<file path="src/verilog/carrier_timer_pkg.sv">
/*
  constants and bus carrier types for the carrier timer pair.
  assumes an 8-bit register port, one 25 MHz clock, synchronous reset.
*/
package carrier_timer_pkg;
  // ==========================================================
  // register offsets
  localparam logic [7:0] BYTE_CTL_OFS = 8'h00;   // byte_timer_control
  localparam logic [7:0] SHARED_CTL_OFS = 8'h01; // shared_timer_control
  localparam logic [7:0] WIDE_CTL_OFS = 8'h02;   // wide_timer_control
  localparam logic [7:0] BYTE_LO_OFS = 8'h04;    // byte_timer_low_hold
  localparam logic [7:0] BYTE_HI_OFS = 8'h05;    // byte_timer_high_hold
  localparam logic [7:0] WIDE_LO_OFS = 8'h06;    // wide_timer_low_hold
  localparam logic [7:0] WIDE_HI_OFS = 8'h07;    // wide_timer_high_hold
  localparam logic [7:0] CAP_LO_OFS = 8'h08;     // captured count, low byte
  localparam logic [7:0] CAP_HI_OFS = 8'h09;     // captured count, high byte
  localparam logic [7:0] IRQ_STAT_OFS = 8'h0A;   // sticky status, read only
  localparam logic [7:0] IRQ_EN_OFS = 8'h0B;     // interrupt enable
  localparam logic [7:0] IRQ_CLR_OFS = 8'h0C;    // write one to clear
  // ==========================================================
  // field positions, timer control registers
  localparam int EN_BIT = 7;       // enable / running
  localparam int MODE_BIT = 6;     // single pass or edge ignore
  localparam int FLAG_BIT = 5;     // timeout flag
  localparam int CLK_LO = 3;       // prescale select low bit
  localparam int CAPM_BIT = 2;     // capture interrupt mask
  localparam int TOM_BIT = 1;      // timeout interrupt mask
  localparam int PIN_BIT = 0;      // route output to pin
  // shared control fields
  localparam int DEMOD_BIT = 7;    // 1 = demodulation, 0 = transmit
  localparam int EDGE_LO = 4;      // bit4 rising, bit5 falling
  localparam int ALT_LO = 2;       // alternating select, bits 3:2
  localparam int BYTE_INIT_BIT = 1;
  localparam int WIDE_INIT_BIT = 0;
  // status bits
  localparam int ST_BYTE_TO = 0;
  localparam int ST_WIDE_TO = 1;
  localparam int ST_WIDE_CAP = 2;
  localparam int ST_W = 3;
  // ==========================================================
  // reset values and masks
  localparam logic [7:0] CTL_RST = 8'h00;
  localparam logic [7:0] CTL_STORE = 8'h5F;  // bits 7 and 5 live elsewhere
  localparam logic [7:0] BYTE_RST = 8'h00;
  localparam logic [15:0] WIDE_RST = 16'h0000;
  localparam logic [15:0] WIDE_WRAP = 16'hFFFF;
  localparam logic [2:0] DIV_RST = 3'h0;

  // register port request
  typedef struct packed {
    logic wr;          // write strobe
    logic rd;          // read strobe
    logic [7:0] addr;  // register offset
    logic [7:0] wdata; // write data
  } bus_req_s;
endpackage

</file>
<file path="src/verilog/carrier_timer_pair.sv">
/*
  carrier timer pair: byte timer and wide timer, demodulation
  capture and alternating transmit sequencing, with register port.
  assumes all inputs synchronous to clk; reads answer one cycle later.
*/
// Our own choice: the address-and-strobe port.
module carrier_timer_pair (
  input wire logic clk,                              // 25 MHz clock
  input wire logic rst_n,                            // sync reset
  input wire carrier_timer_pkg::bus_req_s bus_req,   // register request
  input wire logic carrier_in,                       // modulated carrier
  input wire logic [1:0] port_level,                 // port data, pins
  output logic [7:0] rd_data,                        // read data
  output logic byte_timer_pin,                       // byte pin level
  output logic wide_timer_pin,                       // wide pin level
  output logic irq                                   // level interrupt
);
  import carrier_timer_pkg::*;

  // ==========================================================
  // registers
  logic [7:0] byte_ctl_r;    // byte control, stored bits
  logic [7:0] shared_ctl_r;  // shared control
  logic [7:0] wide_ctl_r;    // wide control, stored bits
  logic [7:0] byte_lo_r;     // byte low hold
  logic [7:0] byte_hi_r;     // byte high hold
  logic [7:0] wide_lo_r;     // wide low hold
  logic [7:0] wide_hi_r;     // wide high hold
  logic [ST_W-1:0] stat_r;   // sticky status
  logic [ST_W-1:0] irq_en_r; // interrupt enable
  logic byte_flag_r;         // byte timeout flag
  logic wide_flag_r;         // wide timeout flag
  logic byte_en_r;           // byte running
  logic wide_en_r;           // wide running
  logic byte_out_r;          // byte output level
  logic wide_out_r;          // wide output level
  logic [7:0] byte_cnt_r;    // byte count
  logic [15:0] wide_cnt_r;   // wide count
  logic [15:0] cap_r;        // captured wide count
  logic armed_r;             // one capture-reload pending
  logic carrier_prev_r;      // carrier one cycle ago
  logic [2:0] div_r;         // free prescaler

  // ==========================================================
  // decodes
  function automatic logic hit(input logic [7:0] ofs);
    hit = bus_req.wr && (bus_req.addr == ofs);
  endfunction

  // divide by 1,2,4,8 as a one-cycle enable
  function automatic logic tick_of(input logic [1:0] sel);
    if (sel == 2'h0) begin
      tick_of = 1'b1;
    end else if (sel == 2'h1) begin
      tick_of = div_r[0];
    end else if (sel == 2'h2) begin
      tick_of = &div_r[1:0];
    end else begin
      tick_of = &div_r;
    end
  endfunction

  logic demod;       // demodulation mode
  logic alt;         // alternating operation active
  logic byte_tick;   // byte prescaled enable
  logic wide_tick;   // wide prescaled enable
  logic byte_tc;     // byte terminal count
  logic wide_tc;     // wide zero reached
  logic qual_edge;   // selected carrier edge
  logic ign;         // edge ignore selected
  logic edge_cap;    // edge capture and reload
  logic to_cap;      // timeout capture, no reload
  logic byte_start;  // byte timer starts
  logic wide_start;  // wide timer starts
  logic byte_stop;   // software stops byte
  logic wide_stop;   // software stops wide
  logic [7:0] byte_load;   // hold chosen by level

  assign demod = shared_ctl_r[DEMOD_BIT];
  // any nonzero select runs alternating, zero stops it
  assign alt = !demod && (shared_ctl_r[ALT_LO+1:ALT_LO] != 2'h0);
  assign byte_tick = tick_of(byte_ctl_r[CLK_LO+1:CLK_LO]);
  assign wide_tick = tick_of(wide_ctl_r[CLK_LO+1:CLK_LO]);
  assign byte_tc = byte_en_r && byte_tick && (byte_cnt_r == 8'h00);
  assign wide_tc = wide_en_r && wide_tick && (wide_cnt_r == 16'h0000);
  assign qual_edge = (shared_ctl_r[EDGE_LO] && carrier_in && !carrier_prev_r)
    || (shared_ctl_r[EDGE_LO+1] && !carrier_in && carrier_prev_r);
  assign ign = wide_ctl_r[MODE_BIT];
  // edges count only when recognised or a single one is armed
  assign edge_cap = demod && wide_en_r && qual_edge && (!ign || armed_r);
  assign to_cap = demod && wide_en_r && ign && byte_tc && !edge_cap;
  assign byte_stop = hit(BYTE_CTL_OFS) && !bus_req.wdata[EN_BIT];
  assign wide_stop = hit(WIDE_CTL_OFS) && !bus_req.wdata[EN_BIT];
  // software enable, or the wide timer handing back
  assign byte_start = (hit(BYTE_CTL_OFS) && bus_req.wdata[EN_BIT])
    || (alt && wide_tc && !byte_stop);
  assign wide_start = (hit(WIDE_CTL_OFS) && bus_req.wdata[EN_BIT])
    || (alt && byte_tc && !wide_stop);
  assign byte_load = shared_ctl_r[BYTE_INIT_BIT] ? byte_hi_r : byte_lo_r;

  // ==========================================================
  // prescaler: one counter shared by both timers
  always_ff @(posedge clk) begin
    if (!rst_n) begin
      div_r <= DIV_RST;
    end else begin
      div_r <= div_r + 3'h1;
    end
  end

  // carrier history for edge detection
  always_ff @(posedge clk) begin
    if (!rst_n) begin
      carrier_prev_r <= 1'b0;
    end else begin
      carrier_prev_r <= carrier_in;
    end
  end

  // ==========================================================
  // plain control and hold registers
  always_ff @(posedge clk) begin
    if (!rst_n) begin
      byte_ctl_r <= CTL_RST;
      shared_ctl_r <= CTL_RST;
      wide_ctl_r <= CTL_RST;
      byte_lo_r <= BYTE_RST;
      byte_hi_r <= BYTE_RST;
      wide_lo_r <= BYTE_RST;
      wide_hi_r <= BYTE_RST;
      irq_en_r <= '0;
    end else if (bus_req.wr) begin
      if (bus_req.addr == BYTE_CTL_OFS) begin
        byte_ctl_r <= bus_req.wdata & CTL_STORE;
      end else if (bus_req.addr == SHARED_CTL_OFS) begin
        shared_ctl_r <= bus_req.wdata;
      end else if (bus_req.addr == WIDE_CTL_OFS) begin
        wide_ctl_r <= bus_req.wdata & CTL_STORE;
      end else if (bus_req.addr == BYTE_LO_OFS) begin
        byte_lo_r <= bus_req.wdata;
      end else if (bus_req.addr == BYTE_HI_OFS) begin
        byte_hi_r <= bus_req.wdata;
      end else if (bus_req.addr == WIDE_LO_OFS) begin
        wide_lo_r <= bus_req.wdata;
      end else if (bus_req.addr == WIDE_HI_OFS) begin
        wide_hi_r <= bus_req.wdata;
      end else if (bus_req.addr == IRQ_EN_OFS) begin
        irq_en_r <= bus_req.wdata[ST_W-1:0];
      end
    end
  end

  // arming: a 0 then 1 write of the ignore bit allows one edge
  always_ff @(posedge clk) begin
    if (!rst_n) begin
      armed_r <= 1'b0;
    end else if (hit(WIDE_CTL_OFS) && bus_req.wdata[MODE_BIT] && !ign) begin
      armed_r <= 1'b1;
    end else if (edge_cap) begin
      armed_r <= 1'b0;
    end
  end

  // ==========================================================
  // byte timer
  always_ff @(posedge clk) begin
    if (!rst_n) begin
      byte_en_r <= 1'b0;
      byte_out_r <= 1'b0;
      byte_cnt_r <= BYTE_RST;
    end else if (byte_stop) begin
      byte_en_r <= 1'b0;
    end else if (byte_start) begin
      byte_en_r <= 1'b1;
      byte_out_r <= shared_ctl_r[BYTE_INIT_BIT];
      byte_cnt_r <= byte_load;
    end else if (byte_tc) begin
      byte_out_r <= !byte_out_r;
      // alternating or single pass stops; modulo-N reloads
      if (alt || byte_ctl_r[MODE_BIT]) begin
        byte_en_r <= 1'b0;
      end else begin
        byte_cnt_r <= byte_out_r ? byte_lo_r : byte_hi_r;
      end
    end else if (byte_en_r && byte_tick) begin
      byte_cnt_r <= byte_cnt_r - 8'h01;
    end
  end

  // ==========================================================
  // wide timer
  always_ff @(posedge clk) begin
    if (!rst_n) begin
      wide_en_r <= 1'b0;
      wide_out_r <= 1'b0;
      wide_cnt_r <= WIDE_RST;
    end else if (wide_stop) begin
      wide_en_r <= 1'b0;
    end else if (wide_start) begin
      wide_en_r <= 1'b1;
      wide_out_r <= shared_ctl_r[WIDE_INIT_BIT];
      wide_cnt_r <= {wide_hi_r, wide_lo_r};
    end else if (edge_cap) begin
      wide_cnt_r <= {wide_hi_r, wide_lo_r};
    end else if (demod) begin
      // demodulation never stops at zero: it wraps, which is 0 - 1
      if (wide_en_r && wide_tick) begin
        wide_cnt_r <= wide_cnt_r - 16'h0001;
      end
    end else if (wide_tc) begin
      wide_out_r <= !wide_out_r;
      if (alt || wide_ctl_r[MODE_BIT]) begin
        wide_en_r <= 1'b0;
      end else begin
        wide_cnt_r <= {wide_hi_r, wide_lo_r};
      end
    end else if (wide_en_r && wide_tick) begin
      wide_cnt_r <= wide_cnt_r - 16'h0001;
    end
  end

  // captured count: edge capture or byte timeout in ignore mode
  always_ff @(posedge clk) begin
    if (!rst_n) begin
      cap_r <= WIDE_RST;
    end else if (edge_cap || to_cap) begin
      cap_r <= wide_cnt_r;
    end
  end

  // ==========================================================
  // timeout flags: the hardware set wins over a clearing write
  always_ff @(posedge clk) begin
    if (!rst_n) begin
      byte_flag_r <= 1'b0;
      wide_flag_r <= 1'b0;
    end else begin
      if (byte_tc) begin
        byte_flag_r <= 1'b1;
      end else if (hit(BYTE_CTL_OFS) && bus_req.wdata[FLAG_BIT]) begin
        byte_flag_r <= 1'b0;
      end
      if (wide_tc) begin
        wide_flag_r <= 1'b1;
      end else if (hit(WIDE_CTL_OFS) && bus_req.wdata[FLAG_BIT]) begin
        wide_flag_r <= 1'b0;
      end
    end
  end

  // sticky status, gated by the masks in the control registers
  logic [ST_W-1:0] stat_set;  // events that reached status
  assign stat_set[ST_BYTE_TO] = byte_tc && byte_ctl_r[TOM_BIT];
  assign stat_set[ST_WIDE_TO] = wide_tc && wide_ctl_r[TOM_BIT];
  assign stat_set[ST_WIDE_CAP] = (edge_cap || to_cap) && wide_ctl_r[CAPM_BIT];

  generate
    for (genvar i = 0; i < ST_W; i++) begin : g_stat
      always_ff @(posedge clk) begin
        if (!rst_n) begin
          stat_r[i] <= 1'b0;
        end else if (stat_set[i]) begin
          stat_r[i] <= 1'b1;
        end else if (hit(IRQ_CLR_OFS) && bus_req.wdata[i]) begin
          stat_r[i] <= 1'b0;
        end
      end
    end
  endgenerate

  // ==========================================================
  // outputs, all registered
  always_ff @(posedge clk) begin
    if (!rst_n) begin
      irq <= 1'b0;
      byte_timer_pin <= 1'b0;
      wide_timer_pin <= 1'b0;
    end else begin
      irq <= |(stat_r & irq_en_r);
      byte_timer_pin <= byte_ctl_r[PIN_BIT] ? byte_out_r : port_level[0];
      wide_timer_pin <= wide_ctl_r[PIN_BIT] ? wide_out_r : port_level[1];
    end
  end

  // read port: data in the cycle after the strobe, zero otherwise
  always_ff @(posedge clk) begin
    if (!rst_n || !bus_req.rd) begin
      rd_data <= 8'h00;
    end else if (bus_req.addr == BYTE_CTL_OFS) begin
      rd_data <= {byte_en_r, byte_ctl_r[6], byte_flag_r, byte_ctl_r[4:0]};
    end else if (bus_req.addr == SHARED_CTL_OFS) begin
      rd_data <= shared_ctl_r;
    end else if (bus_req.addr == WIDE_CTL_OFS) begin
      rd_data <= {wide_en_r, wide_ctl_r[6], wide_flag_r, wide_ctl_r[4:0]};
    end else if (bus_req.addr == BYTE_LO_OFS) begin
      rd_data <= byte_lo_r;
    end else if (bus_req.addr == BYTE_HI_OFS) begin
      rd_data <= byte_hi_r;
    end else if (bus_req.addr == WIDE_LO_OFS) begin
      rd_data <= wide_lo_r;
    end else if (bus_req.addr == WIDE_HI_OFS) begin
      rd_data <= wide_hi_r;
    end else if (bus_req.addr == CAP_LO_OFS) begin
      rd_data <= cap_r[7:0];
    end else if (bus_req.addr == CAP_HI_OFS) begin
      rd_data <= cap_r[15:8];
    end else if (bus_req.addr == IRQ_STAT_OFS) begin
      rd_data <= {5'h00, stat_r};
    end else if (bus_req.addr == IRQ_EN_OFS) begin
      rd_data <= {5'h00, irq_en_r};
    end else begin
      rd_data <= 8'h00;
    end
  end
endmodule

</file>
<file path="config.mk">
export PLATFORM = sky130hd
export DESIGN_NAME = carrier_timer_pair
export DESIGN_NICKNAME = d
export VERILOG_FILES = /design/src/verilog/carrier_timer_pkg.sv /design/src/verilog/carrier_timer_pair.sv
export SDC_FILE = /design/constraint.sdc
export NUM_CORES = 1
export LEC_CHECK = 0
export ABC_AREA = 1
export BUFFER_PORTS_ARGS = -buffer_cell sky130_fd_sc_hd__buf_2
export CAP_MARGIN = 15
export CORE_ASPECT_RATIO = 0.9
export CORE_MARGIN = 2
export CORE_UTILIZATION = 64
export CTS_BUF_LIST = sky130_fd_sc_hd__clkbuf_8
export DETAILED_ROUTE_END_ITERATION = 8
export GPL_ROUTABILITY_DRIVEN = 0
export PLACE_DENSITY_LB_ADDON = 0.08
export SYNTH_ARGS = -nofsm -noshare
export SYNTH_HDL_FRONTEND = slang
export SYNTH_SLANG_ARGS = --single-unit
</file>
<file path="constraint.sdc">
create_clock -name clk -period 2.8 [get_ports clk]
set_input_delay 0.28 -clock clk [delete_from_list [all_inputs] [get_ports clk]]
set_output_delay 0.28 -clock clk [all_outputs]
set_load 0.02 [all_outputs]
</file>
Word-level counts from Yosys, hierarchy flattened:

Index checks and enable logic that the tools add are counted.

* flip-flop bits (word level): 120
* latch bits: 0
* memory bits (writable): 0
* memory bits (read-only): 0
* input bits: 23
* output and inout port bits: 11
* logic and storage cells: 209
* memories: 0

* add/subtract/negate cells: 3
* multipliers: 0
* divide/modulo/power cells: 0
* magnitude comparators: 0
* equality and inequality tests: 19
* shifts and indexed selects: 0
* multiplexer cells: 57
* bitwise gates (word level): 11
* reductions and logical operators: 92

Operators with widths (count)
* $mux W8: 15
* $mux W16: 6
* $eq A8 B4 Y1 const B: 5
* $logic_and A1 B1 Y1: 36
* $mux W1: 34
* $eq A8 B3 Y1 const B: 4
* $reduce_bool A2 Y1: 11
* $logic_not A16 Y1: 1
* $logic_not A8 Y1: 2
* $sub A16 B1 Y16 const B: 1
* $logic_not A1 Y1: 12
* $reduce_and A4 Y1: 3
* $not A1 Y1: 10
* $reduce_and A2 Y1: 5
* $reduce_and A3 Y1: 3
* $reduce_and A9 Y1: 1
* $eq A8 B1 Y1 const B: 1
* $eq A8 B2 Y1 const B: 1
* $logic_or A1 B1 Y1: 8
* $reduce_and A8 Y1: 1
* $sub A8 B1 Y8 const B: 1
* $reduce_and A7 Y1: 1
* $mux W3: 2
* $reduce_and A6 Y1: 1
* 12 further kinds: 17

Longest topological paths before layout:

Gate-level depths: netlist (run 1).

* depth in word-level cells: 12
* depth in mapped cells: 16

Least setup slack after synthesis (run 1):

Ideal clock, no wire load.

* path kind: flip-flop to flip-flop
* from: reg div_r[0]
* to: reg byte_out_r
* library setup time: 0.115 ns
* arrival time: 1.849 ns
* setup slack: 0.837 ns
* cell stages (with the launch flop): 14
* period minus slack after synthesis: 1.963 ns
* cell sequence: dfxtp_1 -> ha_1 -> ha_1 -> nand2_1 -> nand3_1 -> nand3_2 -> inv_2 -> nand3_2 -> nand2_8 -> nand2_8 -> buf_2 -> nand2_1 -> o21ai_0 -> o21a_1

* cells in the longest elaborated chain, start to end: 11

RTL lines
* from (decl): RTL line carrier_timer_pair.sv:42 `logic [2:0] div_r;`
* from (signal assigned): RTL line carrier_timer_pair.sv:107 `div_r <= div_r + 3'h1;`
* $reduce_and A3 Y1 or $reduce_and A2 Y1 (tied branches): RTL line carrier_timer_pair.sv:59, carrier_timer_pair.sv:57
* $mux W1: RTL line carrier_timer_pair.sv:56 `end else if (sel == 2'h2) begin`
* $mux W1: RTL line carrier_timer_pair.sv:54 `end else if (sel == 2'h1) begin`
* $mux W1: RTL line carrier_timer_pair.sv:52 `if (sel == 2'h0) begin`
* $logic_and A1 B1 Y1 (2 in a row): RTL line carrier_timer_pair.sv:85 `assign wide_tc = wide_en_r && wide_tick && (wide_cnt_r == 16'h0000);`
* $logic_and A1 B1 Y1 (2 in a row): RTL line carrier_timer_pair.sv:96 `|| (alt && wide_tc && !byte_stop);`
* $logic_or A1 B1 Y1: RTL line carrier_timer_pair.sv:96
* $reduce_bool A2 Y1 (no source line)
* $reduce_and A2 Y1 (no source line)
* to (signal assigned): RTL line carrier_timer_pair.sv:175 `byte_out_r <= shared_ctl_r[BYTE_INIT_BIT];`
* to (signal assigned): RTL line carrier_timer_pair.sv:178 `byte_out_r <= !byte_out_r;`
* to (decl): RTL line carrier_timer_pair.sv:35 `logic byte_out_r;`

Parallel ways exist; a longest one is shown, timed or not.
A chain may end at the register's enable or synchronous reset.

Worst setup path in the final report (run 1):

* from: reg byte_cnt_r[0]
* to: reg wide_cnt_r[2]

* cells in the longest elaborated chain, start to end: 7

RTL lines
* from (decl): RTL line carrier_timer_pair.sv:37 `logic [7:0] byte_cnt_r;`
* from (signal assigned): RTL line carrier_timer_pair.sv:176 `byte_cnt_r <= byte_load;`
* from (signal assigned): RTL line carrier_timer_pair.sv:183 `byte_cnt_r <= byte_out_r ? byte_lo_r : byte_hi_r;`
* from (signal assigned): RTL line carrier_timer_pair.sv:186 `byte_cnt_r <= byte_cnt_r - 8'h01;`
* $logic_not A8 Y1 (*): RTL line carrier_timer_pair.sv:84 `assign byte_tc = byte_en_r && byte_tick && (byte_cnt_r == 8'h00);`
* $logic_and A1 B1 Y1 (*): RTL line carrier_timer_pair.sv:84
* $logic_and A1 B1 Y1 (*) (2 in a row): RTL line carrier_timer_pair.sv:98 `|| (alt && byte_tc && !wide_stop);`
* $logic_or A1 B1 Y1 (*): RTL line carrier_timer_pair.sv:98
* $ne A5 B5 Y1 (no source line)
* $reduce_and A2 Y1 (no source line)
* to (signal assigned): RTL line carrier_timer_pair.sv:202 `wide_cnt_r <= {wide_hi_r, wide_lo_r};`
* to (signal assigned): RTL line carrier_timer_pair.sv:204 `wide_cnt_r <= {wide_hi_r, wide_lo_r};`
* to (signal assigned): RTL line carrier_timer_pair.sv:208 `wide_cnt_r <= wide_cnt_r - 16'h0001;`
* to (decl): RTL line carrier_timer_pair.sv:38 `logic [15:0] wide_cnt_r;`

Every way passes the cells marked *; elsewhere a longest branch is shown, timed or not.

==> results.json, run 1 <==
{
  "max_slew_margin_pct": 47.0,
  "syn_area_per_cell_um2": 6.54,
  "fin_ws_ns": 0.311,
  "rsz0062_at_grt": "no",
  "synth_nets": 1028,
  "netlist.top_cell.by_area": "dfxtp_1",
  "grt_pass1_vias": 6022,
  "drt-total-wl_mm": 18.9,
  "grt_max_degree": 42,
  "synth-edff-count": 0,
  "tns_ns": 0,
  "synth_top_area_share_pct": 36.8,
  "worstPathRequired_ns": 3.10,
  "max_freq_ghz": 0.402,
  "syn_inst": 999,
  "start_kind": "flop",
  "layoutNonFillerInstCount": 1162,
  "top_regs": "cap_r x16, wide_cnt_r x16",
  "routedWlPerCell_um": 16.3,
  "clk_pin_slew_ns": 0.08,
  "cts_made_buffers": 17,
  "dp.cells": 1130,
  "cp-end-kind": "flop",
  "drive_above_1_share_pct": 11.6,
  "peakVddDrop_mv": 0.388,
  "drc": 0,
  "ctsHoldBuffers": 0,
  "final_cell_mix": "nand2_1, nor2_1, dfxtp_1",
  "maxCapViolations": 0,
  "power.density_nw_per_um2": 499,
  "status": "finished, final reports clean",
  "synth-seq-cells": 120,
  "worst_slew_pin_slew_ns": 0.792,
  "insertion_delay_ns": 0.45,
  "clock-sinks": 120,
  "finish.net_count": 1052,
  "period_share_pct": 88.9,
  "first_pass_iters": 5,
  "core_um2": 9780,
  "rows": 34,
  "ant_nets": 0,
  "die_y_um": 99.9,
  "period_needed_ns": 2.49,
  "dp_hpwl_mm": 13.7,
  "power.leakage_nw": 3.26,
  "grt_usage_pct": 35.5,
  "grt_first_pass_wirelength_mm": 30.9,
  "post-place-ws_ns": 0.368,
  "vias": 6627,
  "area_growth_pct": 9.52,
  "drtIter0Drc": 834,
  "fin_worst_skew_ns": 0.00989,
  "setup_violations": 0,
  "final_common_cell": "nand2_1",
  "viasPerCell": 5.70,
  "cts_tree": "built",
  "antenna_found_initial": 0,
  "syn_area_um2": 6530,
  "cts.repair.resized": 0,
  "ios": 34,
  "antenna_cells": 0,
  "io_buffer_count": 33,
  "cts_root_buffer": "clkbuf_8",
  "synth.yosys.seq_area_share_pct": 36.8,
  "post-cts-setup-buffers": 0,
  "drv_slew": 0,
  "power_mw": 3.57,
  "yosys_warnings": 0,
  "synth.distinct_cells": 38,
  "worstPathMaxFanout": 13,
  "start_util_pct": 66.8,
  "hold_viol_final": 0,
  "die_x_um": 111,
  "n_fill_cell": 858,
  "arrival_ns": 2.79,
  "critPathKind": "flop to flop",
  "synthArstFlopShare_pct": 0,
  "cts_htree_levels": 4,
  "clock_path_buffers": 2,
  "synth_area_leaders": "dfxtp_1, nand2_1, o21ai_0, a21oi_1, nor2_1",
  "hp-class": "primary input to flop",
  "synth-main-ff-cell": "dfxtp_1",
  "dieArea_um2": 11000,
  "grt_overflow": 0
}
[report_power, final]
group          leakage, nW  switching, mW  internal (mW)
Clock                0.206          0.737          0.919
Sequential           0.968        0.00681           1.72
Combinational         2.08          0.134         0.0547
[layout make-up]
class	count	area, µm²	share of cell area (%)
Multi-Input combinational cell	737	3550	49.7
Tap cell	126	158	2.20
Clock buffer	19	262	3.65
Clock inverter	13	155	2.17
Timing Repair Buffer	41	225	3.15
Inverter	106	400	5.60
Sequential cell	120	2400	33.6
[stage by stage]
stage | hold WS [ns] | utilization (%) | instance area [µm²]
floorplan | 0.373 | - | 6530
global placement | 0.441 | 68.9 | 6740
detailed placement | 0.441 | 68.9 | 6740
CTS | 0.0370 | 73.1 | 7160
global route | 0.0473 | 73.1 | 7160
finish | 0.0438 | 73.1 | 7160
[cells in the mapped netlist, drive strengths merged, types with 2 or more instances]
cell and n:
nor2 143, a21oi 100, o21a 2, nor3 10, buf 15, nand4 14
clkbuf 21, nand3 56, xor2 13, ha 6, o211ai 2, nand2 270
o21ai 115, inv 105, dfxtp 120
[logic make-up after synthesis]
logic type                 Yosys count  synth area share (%)
DFF                                120                  36.8
AOI/OAI and AO/OA                  222                  17.5
adders and majority gates            6                  1.15
and+or+nand+nor                    496                  34.0
xor gates and xnor gates            13                  1.74
buffers and inverters              142                  8.85
[path summary, 6_finish.rpt]
kind,from,to,slack [ns],depth (start not counted)
hold reg to reg,shared_ctl_r[6]$_SDFFE_PN0P_,shared_ctl_r[6]$_SDFFE_PN0P_,0.45,2
setup / recovery,byte_cnt_r[0]$_SDFFE_PN0P_,wide_cnt_r[2]$_SDFFE_PN0P_,0.31,11
setup reg to reg,byte_cnt_r[0]$_SDFFE_PN0P_,wide_cnt_r[2]$_SDFFE_PN0P_,0.31,11
hold / removal,carrier_in,carrier_prev_r$_SDFF_PN0_,0.04,3
[worst max-delay path, cell delays in order, from the launching register on]
cell and delay [ns]:
dfxtp_1 0.31, inv_1 0.13, ha_1 0.19, nand3_1 0.08
nor2_1 0.36, nand3_1 0.22, nand3_1 0.11, nor2_1 0.06
nor2_1 0.60, o21ai_1 0.14, nand2_1 0.10, a21oi_1 0.05
[per-layer routing]
metal	up-vias	global-route usage (%)	wire length (µm)
li1	3262	-	-
met1	2955	51.7	8340
met2	367	50.9	7640
met3	43	10.1	2500
met4	0	11.4	404
met5	-	0	0
Power figures use the tool's default switching activity.
==> run 2, diff against run 1 <==
- CTS_BUF_LIST: sky130_fd_sc_hd__clkbuf_8 -> sky130_fd_sc_hd__clkbuf_2
==> run 2 against run 1 <==
Sequential share of layout area increased by 0.17 points. Highest routed layer unchanged. Core utilization decreased by 0.37 points. Non-clock buffer count increased by 13. Critical endpoint is now wide_cnt_r[1]$_SDFFE_PN0P_. Setup slack worse by 0.068 ns. Critical path depth stayed put. Hold slack got worse by 0.019 ns. Via count is 1.2% higher. Clock skew grew 0.013 ns. Global-route usage about the same.
==> results.json, run 2 (synthesis gave the netlist of run 1 again) <==
{
  "status": "finished, final reports clean",
  "grt_usage_pct": 35.5,
  "stdcell_area_um2": 7120,
  "power.share.switching_pct": 26.8,
  "max_freq_ghz": 0.391,
  "hold_path.startpoint": "bus_req[16]",
  "area_growth_pct": 8.96,
  "p_sw_mw": 0.836,
  "start_util_pct": 66.8,
  "first_pass_iters": 5,
  "layoutNonFillerInstCount": 1175,
  "worst_slew_pin_slew_ns": 0.794,
  "combinationalPowerShare_pct": 6.5,
  "io_buffer_count": 33,
  "hp-class": "primary input to flop",
  "hold_viol_final": 0,
  "power.density_nw_per_um2": 438,
  "ant_nets": 0,
  "clk_pin_slew_ns": 0.19,
  "cts_made_buffers": 17,
  "drt-total-wl_mm": 19.2,
  "start_kind": "flop",
  "core_um2": 9780,
  "top_regs": "cap_r x16, wide_cnt_r x16",
  "p_seq_share_pct": 55.4,
  "drtIter0Drc": 833,
  "rsz0062_at_grt": "no",
  "tns_ns": 0,
  "power.leakage_nw": 3.25,
  "drive_above_1_share_pct": 11.4,
  "worstPathMaxFanout": 13,
  "critPathKind": "flop to flop",
  "cts_root_buffer": "clkbuf_2",
  "grt_overflow": 0,
  "viasPerCell": 5.71,
  "dpl_cell_area_um2": 6740,
  "arrival_ns": 3.11,
  "ios": 34,
  "clock_path_buffers": 2,
  "setup_violations": 0,
  "worstPathRequired_ns": 3.35,
  "peakVddDrop_mv": 0.410,
  "drv_slew": 0,
  "die_y_um": 99.9,
  "vias": 6704,
  "cp-end-kind": "flop",
  "whs_endpoint": "rd_data[0]$_SDFF_PP0_",
  "period_share_pct": 91.3,
  "clkPwrFrac_pct": 38.1,
  "worstReg2RegEnd": "wide_cnt_r[1]$_SDFFE_PN0P_",
  "ff2ff_setup_slack_ns": 0.24,
  "maxCapViolations": 0,
  "grt_pass1_vias": 6043,
  "dp.cells": 1130,
  "internal_power_mw": 2.28,
  "cts_tree": "built",
  "rows": 34,
  "final_common_cell": "nand2_1",
  "dp_hpwl_mm": 13.7,
  "antenna_cells": 0,
  "r2r-start": "byte_cnt_r[0]$_SDFFE_PN0P_",
  "grt_first_pass_wirelength_mm": 30.9,
  "max_slew_margin_pct": 46.9,
  "die_x_um": 111,
  "cts_htree_levels": 4,
  "finish.net_count": 1065,
  "n_fill_cell": 866,
  "period_needed_ns": 2.56,
  "cts.repair.resized": 0,
  "reg2reg_depth": 11,
  "routedWlPerCell_um": 16.3,
  "final_cell_mix": "nand2_1, nor2_1, dfxtp_1",
  "clock-sinks": 120,
  "dieArea_um2": 11000,
  "antenna_found_initial": 0,
  "insertion_delay_ns": 0.69,
  "worstHoldPathCells": 5,
  "grt_max_degree": 42,
  "drc": 0,
  "fin_worst_skew_ns": 0.0227
}
==> run 2: cell types whose count changed in the layout (fill, tap and decap cells not counted) <==
cell and change:
clkbuf_2 +19, inv_1 -2, clkinv_1 +2, clkbuf_8 -19
dlygate4sd3_1 +13
==> run 2: stage by stage <==
| step | hold WS [ns] | util [%] | setup slack [ns] | power, mW |
|---|---|---|---|---|
| after floorplan | 0.373 | - | 0.837 | 1.88 |
| after global placement | 0.441 | 68.9 | 0.453 | 1.94 |
| after detailed placement | 0.441 | 68.9 | 0.368 | 1.95 |
| after CTS | 0.00137 | 72.8 | 0.330 | 3.11 |
| after global routing | 0.0338 | 72.8 | 0.0169 | 3.21 |
| final | 0.0244 | 72.8 | 0.243 | 3.12 |
==> run 2: routing by layer <==
layer | part of all wire, % | GRT usage, % | vias to the layer above
met3 | 12 | 8.39 | 39
met5 | 0 | 0 | -
met1 | 45 | 51.3 | 3017
met2 | 42 | 52.9 | 354
met4 | 2.0 | 11.3 | 0
li1 | - | - | 3294
==> run 2: final cells by class <==
class                      count  area (µm²)  share of cell area [%]
timing repair buffer          54         355                    4.99
clock buffer                  19        95.1                    1.34
multi-input combinational    737        3550                    49.9
clock inverter                13         155                    2.18
inverter                     106         400                    5.62
sequential                   120        2400                    33.7
tap                          126         158                    2.21
==> run 2: what timing repair did <==
action                                 CTS  global route
endpoints found under the hold margin   34             0
hold buffers                            13             0
setup buffers                            0             0
==> run 2: power by group through the flow <==
stage	sequential, mW	clock, mW	combinational, mW
after floorplan	1.76	0	0.114
after global placement	1.76	0	0.181
after detailed placement	1.76	0	0.183
after CTS	1.73	1.18	0.197
after global routing	1.73	1.25	0.223
final	1.73	1.19	0.204
==> run 2: how the worst max path moves through the flow <==
stage                                           from                    endpoint  slack (ns)  cells after the start
after floorplan                  div_r[0]$_SDFF_PN0_     byte_out_r$_SDFFE_PN0P_        0.84                     13
after global placement    byte_cnt_r[0]$_SDFFE_PN0P_  wide_cnt_r[2]$_SDFFE_PN0P_        0.45                     11
after detailed placement         div_r[0]$_SDFF_PN0_  wide_cnt_r[2]$_SDFFE_PN0P_        0.37                     13
after CTS                        div_r[0]$_SDFF_PN0_  wide_cnt_r[1]$_SDFFE_PN0P_        0.33                     13
after global routing             div_r[0]$_SDFF_PN0_  wide_cnt_r[1]$_SDFFE_PN0P_        0.02                     13
final                     byte_cnt_r[0]$_SDFFE_PN0P_  wide_cnt_r[1]$_SDFFE_PN0P_        0.24                     11
==> run 2: worst max-delay path, stage by stage, from the launching register on <==
cell and delay (ns):
dfxtp_1 0.35, inv_1 0.13, ha_1 0.19, nand3_1 0.08
nor2_1 0.37, nand3_1 0.22, nand3_1 0.11, nor2_1 0.06
nor2_1 0.60, inv_1 0.13, nand2_1 0.11, a21oi_1 0.07
==> run 3, diff against run 2 <==
- BUFFER_PORTS_ARGS: -buffer_cell sky130_fd_sc_hd__buf_2 -> default
- CORE_UTILIZATION: 64 -> 66
- DONT_BUFFER_PORTS: default -> 1
==> run 3 against run 2 <==
Cell count fell by 2.2%. Combinational power is 7% lower. Core utilization up 0.50 points. Die area shrank 2.9%. Wire length rose by 4.6%. Maximum frequency fell by 3.5%. Final area fell by 0.63%. Clock power is essentially flat. Flip-flop and latch count unchanged. Critical path type unchanged. Power increased by 0.11%. Hold slack got worse by 0.0020 ns.
==> results.json, run 3 (synthesis gave the netlist of run 1 again) <==
{
  "wl_met1_mm": 8.42,
  "slowest_delay_ns": 0.57,
  "fin_ws_ns": 0.150,
  "hold_path.startpoint": "bus_req[9]",
  "viasPerCell": 5.96,
  "start_util_pct": 67.7,
  "antenna_cells": 0,
  "ios": 34,
  "routedWlPerCell_um": 17.5,
  "ant_nets": 0,
  "drtIter0Drc": 831,
  "arrival_ns": 3.29,
  "dieArea_um2": 10700,
  "hp-class": "primary input to flop",
  "period_needed_ns": 2.65,
  "cts_htree_levels": 4,
  "cp-end-kind": "flop",
  "wl_met2_mm": 8.48,
  "n_fill_cell": 826,
  "drv_slew": 0,
  "r2r-start": "div_r[0]$_SDFF_PN0_",
  "multiInputGateArea_um2": 3590,
  "die_x_um": 109,
  "final_cell_mix": "nand2_1, nor2_1, dfxtp_1",
  "insertion_delay_ns": 0.70,
  "clock-sinks": 120,
  "core_um2": 9660,
  "power_mw": 3.12,
  "setup_violations": 0,
  "grt_usage_pct": 38.4,
  "clock_path_buffers": 2,
  "dp_hpwl_mm": 14.1,
  "area_growth_pct": 8.27,
  "worstPathMaxFanout": 11,
  "vias": 6843,
  "drive_above_1_share_pct": 9.19,
  "grt_max_degree": 85,
  "startpoint": "div_r[0]$_SDFF_PN0_",
  "crit_slowest_cell": "dlygate4sd3_1",
  "peakVddDrop_mv": 0.442,
  "fin_worst_skew_ns": 0.0322,
  "critPathKind": "flop to flop",
  "max_freq_ghz": 0.377,
  "final_common_cell": "nand2_1",
  "cts_made_buffers": 17,
  "start_kind": "flop",
  "period_share_pct": 94.6,
  "rows": 34,
  "drt-total-wl_mm": 20.1,
  "worst_slew_pin_slew_ns": 1.16,
  "post-place-ws_ns": 0.321,
  "top_layer_used": "met4",
  "max_slew_margin_pct": 22.8,
  "first_pass_iters": 6,
  "cts_root_buffer": "clkbuf_2",
  "die_y_um": 98.4,
  "register_area_um2": 2400,
  "maxCapViolations": 0,
  "power.density_nw_per_um2": 441,
  "status": "finished, final reports clean",
  "grt_pass1_vias": 6108,
  "grt_first_pass_wirelength_mm": 31.4,
  "cts_tree": "built",
  "wl_met3_mm": 2.70,
  "worstPathRequired_ns": 3.44,
  "hold_viol_final": 0,
  "grt_overflow": 0,
  "drc": 0,
  "top_regs": "cap_r x16, wide_cnt_r x16",
  "io_buffer_count": 0,
  "cp_common_cell": "nand2_1",
  "path_cells": "ha_1, ha_1, nand2_1, nand3_1, nand3_4, nor2_4, a21oi_4, nand2_2, nand2_1, nand2_1, nand2_1, nand2_1, dlygate4sd3_1, nor2_1",
  "antenna_found_initial": 0,
  "finish.net_count": 1039,
  "clk_pin_slew_ns": 0.19,
  "whs_ns": 0.0224,
  "power.leakage_nw": 3.15
}
-- run 3: report_power, final --
part	total, mW	switching, mW	internal (mW)
Sequential	1.73	0.00931	1.72
Clock	1.20	0.703	0.499
Combinational	0.189	0.130	0.0596
-- run 3: layer usage --
layer | up-vias | track usage (%)
li1 | 3245 | -
met5 | - | 0
met4 | 0 | 13.1
met2 | 419 | 53.7
met1 | 3132 | 56.4
met3 | 47 | 10.8
-- run 3: what timing repair did --
| item | in CTS | in global routing |
|---|---|---|
| hold buffers | 18 | 0 |
| setup endpoints to repair | 0 | 6 |
| endpoints found under the hold margin | 107 | 0 |
| buffers inserted | 0 | 6 |
| resized for setup | 0 | 8 |
-- run 3: area by class of cell --
type,count,share of cell area (%)
Multi-Input combinational cell,737,50.7
Clock buffer,19,1.34
Timing Repair Buffer,28,3.86
Clock inverter,13,2.18
Tap cell,126,2.23
Sequential cell,120,34.0
Inverter,106,5.70
-- run 3: critical path: cells and delay by family, from the launching register on --
family	cells	cell delay (ns)
simple gates	10	1.01
compound gates	1	0.22
buf+inv	1	0.57
flops	1	0.37
fa+ha+maj	2	0.45
-- run 3: per-stage QoR --
step	instance area, µm²	utilization (%)	setup TNS (ns)	std cells
floorplan	6530	-	0	999
global placement	6540	67.8	0	1093
detailed placement	6540	67.8	0	1093
CTS	6990	72.4	0	1143
global route	7070	73.3	-0.0218	1149
finish	7070	73.3	0	1149
-- run 3: worst paths after layout --
check | to | slack [ns] | cells past startpoint
hold / removal | stat_r[1]$_SDFFE_PN0P_ | 0.02 | 6
setup / recovery | wide_cnt_r[14]$_SDFFE_PN0P_ | 0.15 | 14
setup reg to reg | wide_cnt_r[14]$_SDFFE_PN0P_ | 0.15 | 14
hold reg to reg | shared_ctl_r[6]$_SDFFE_PN0P_ | 0.47 | 2
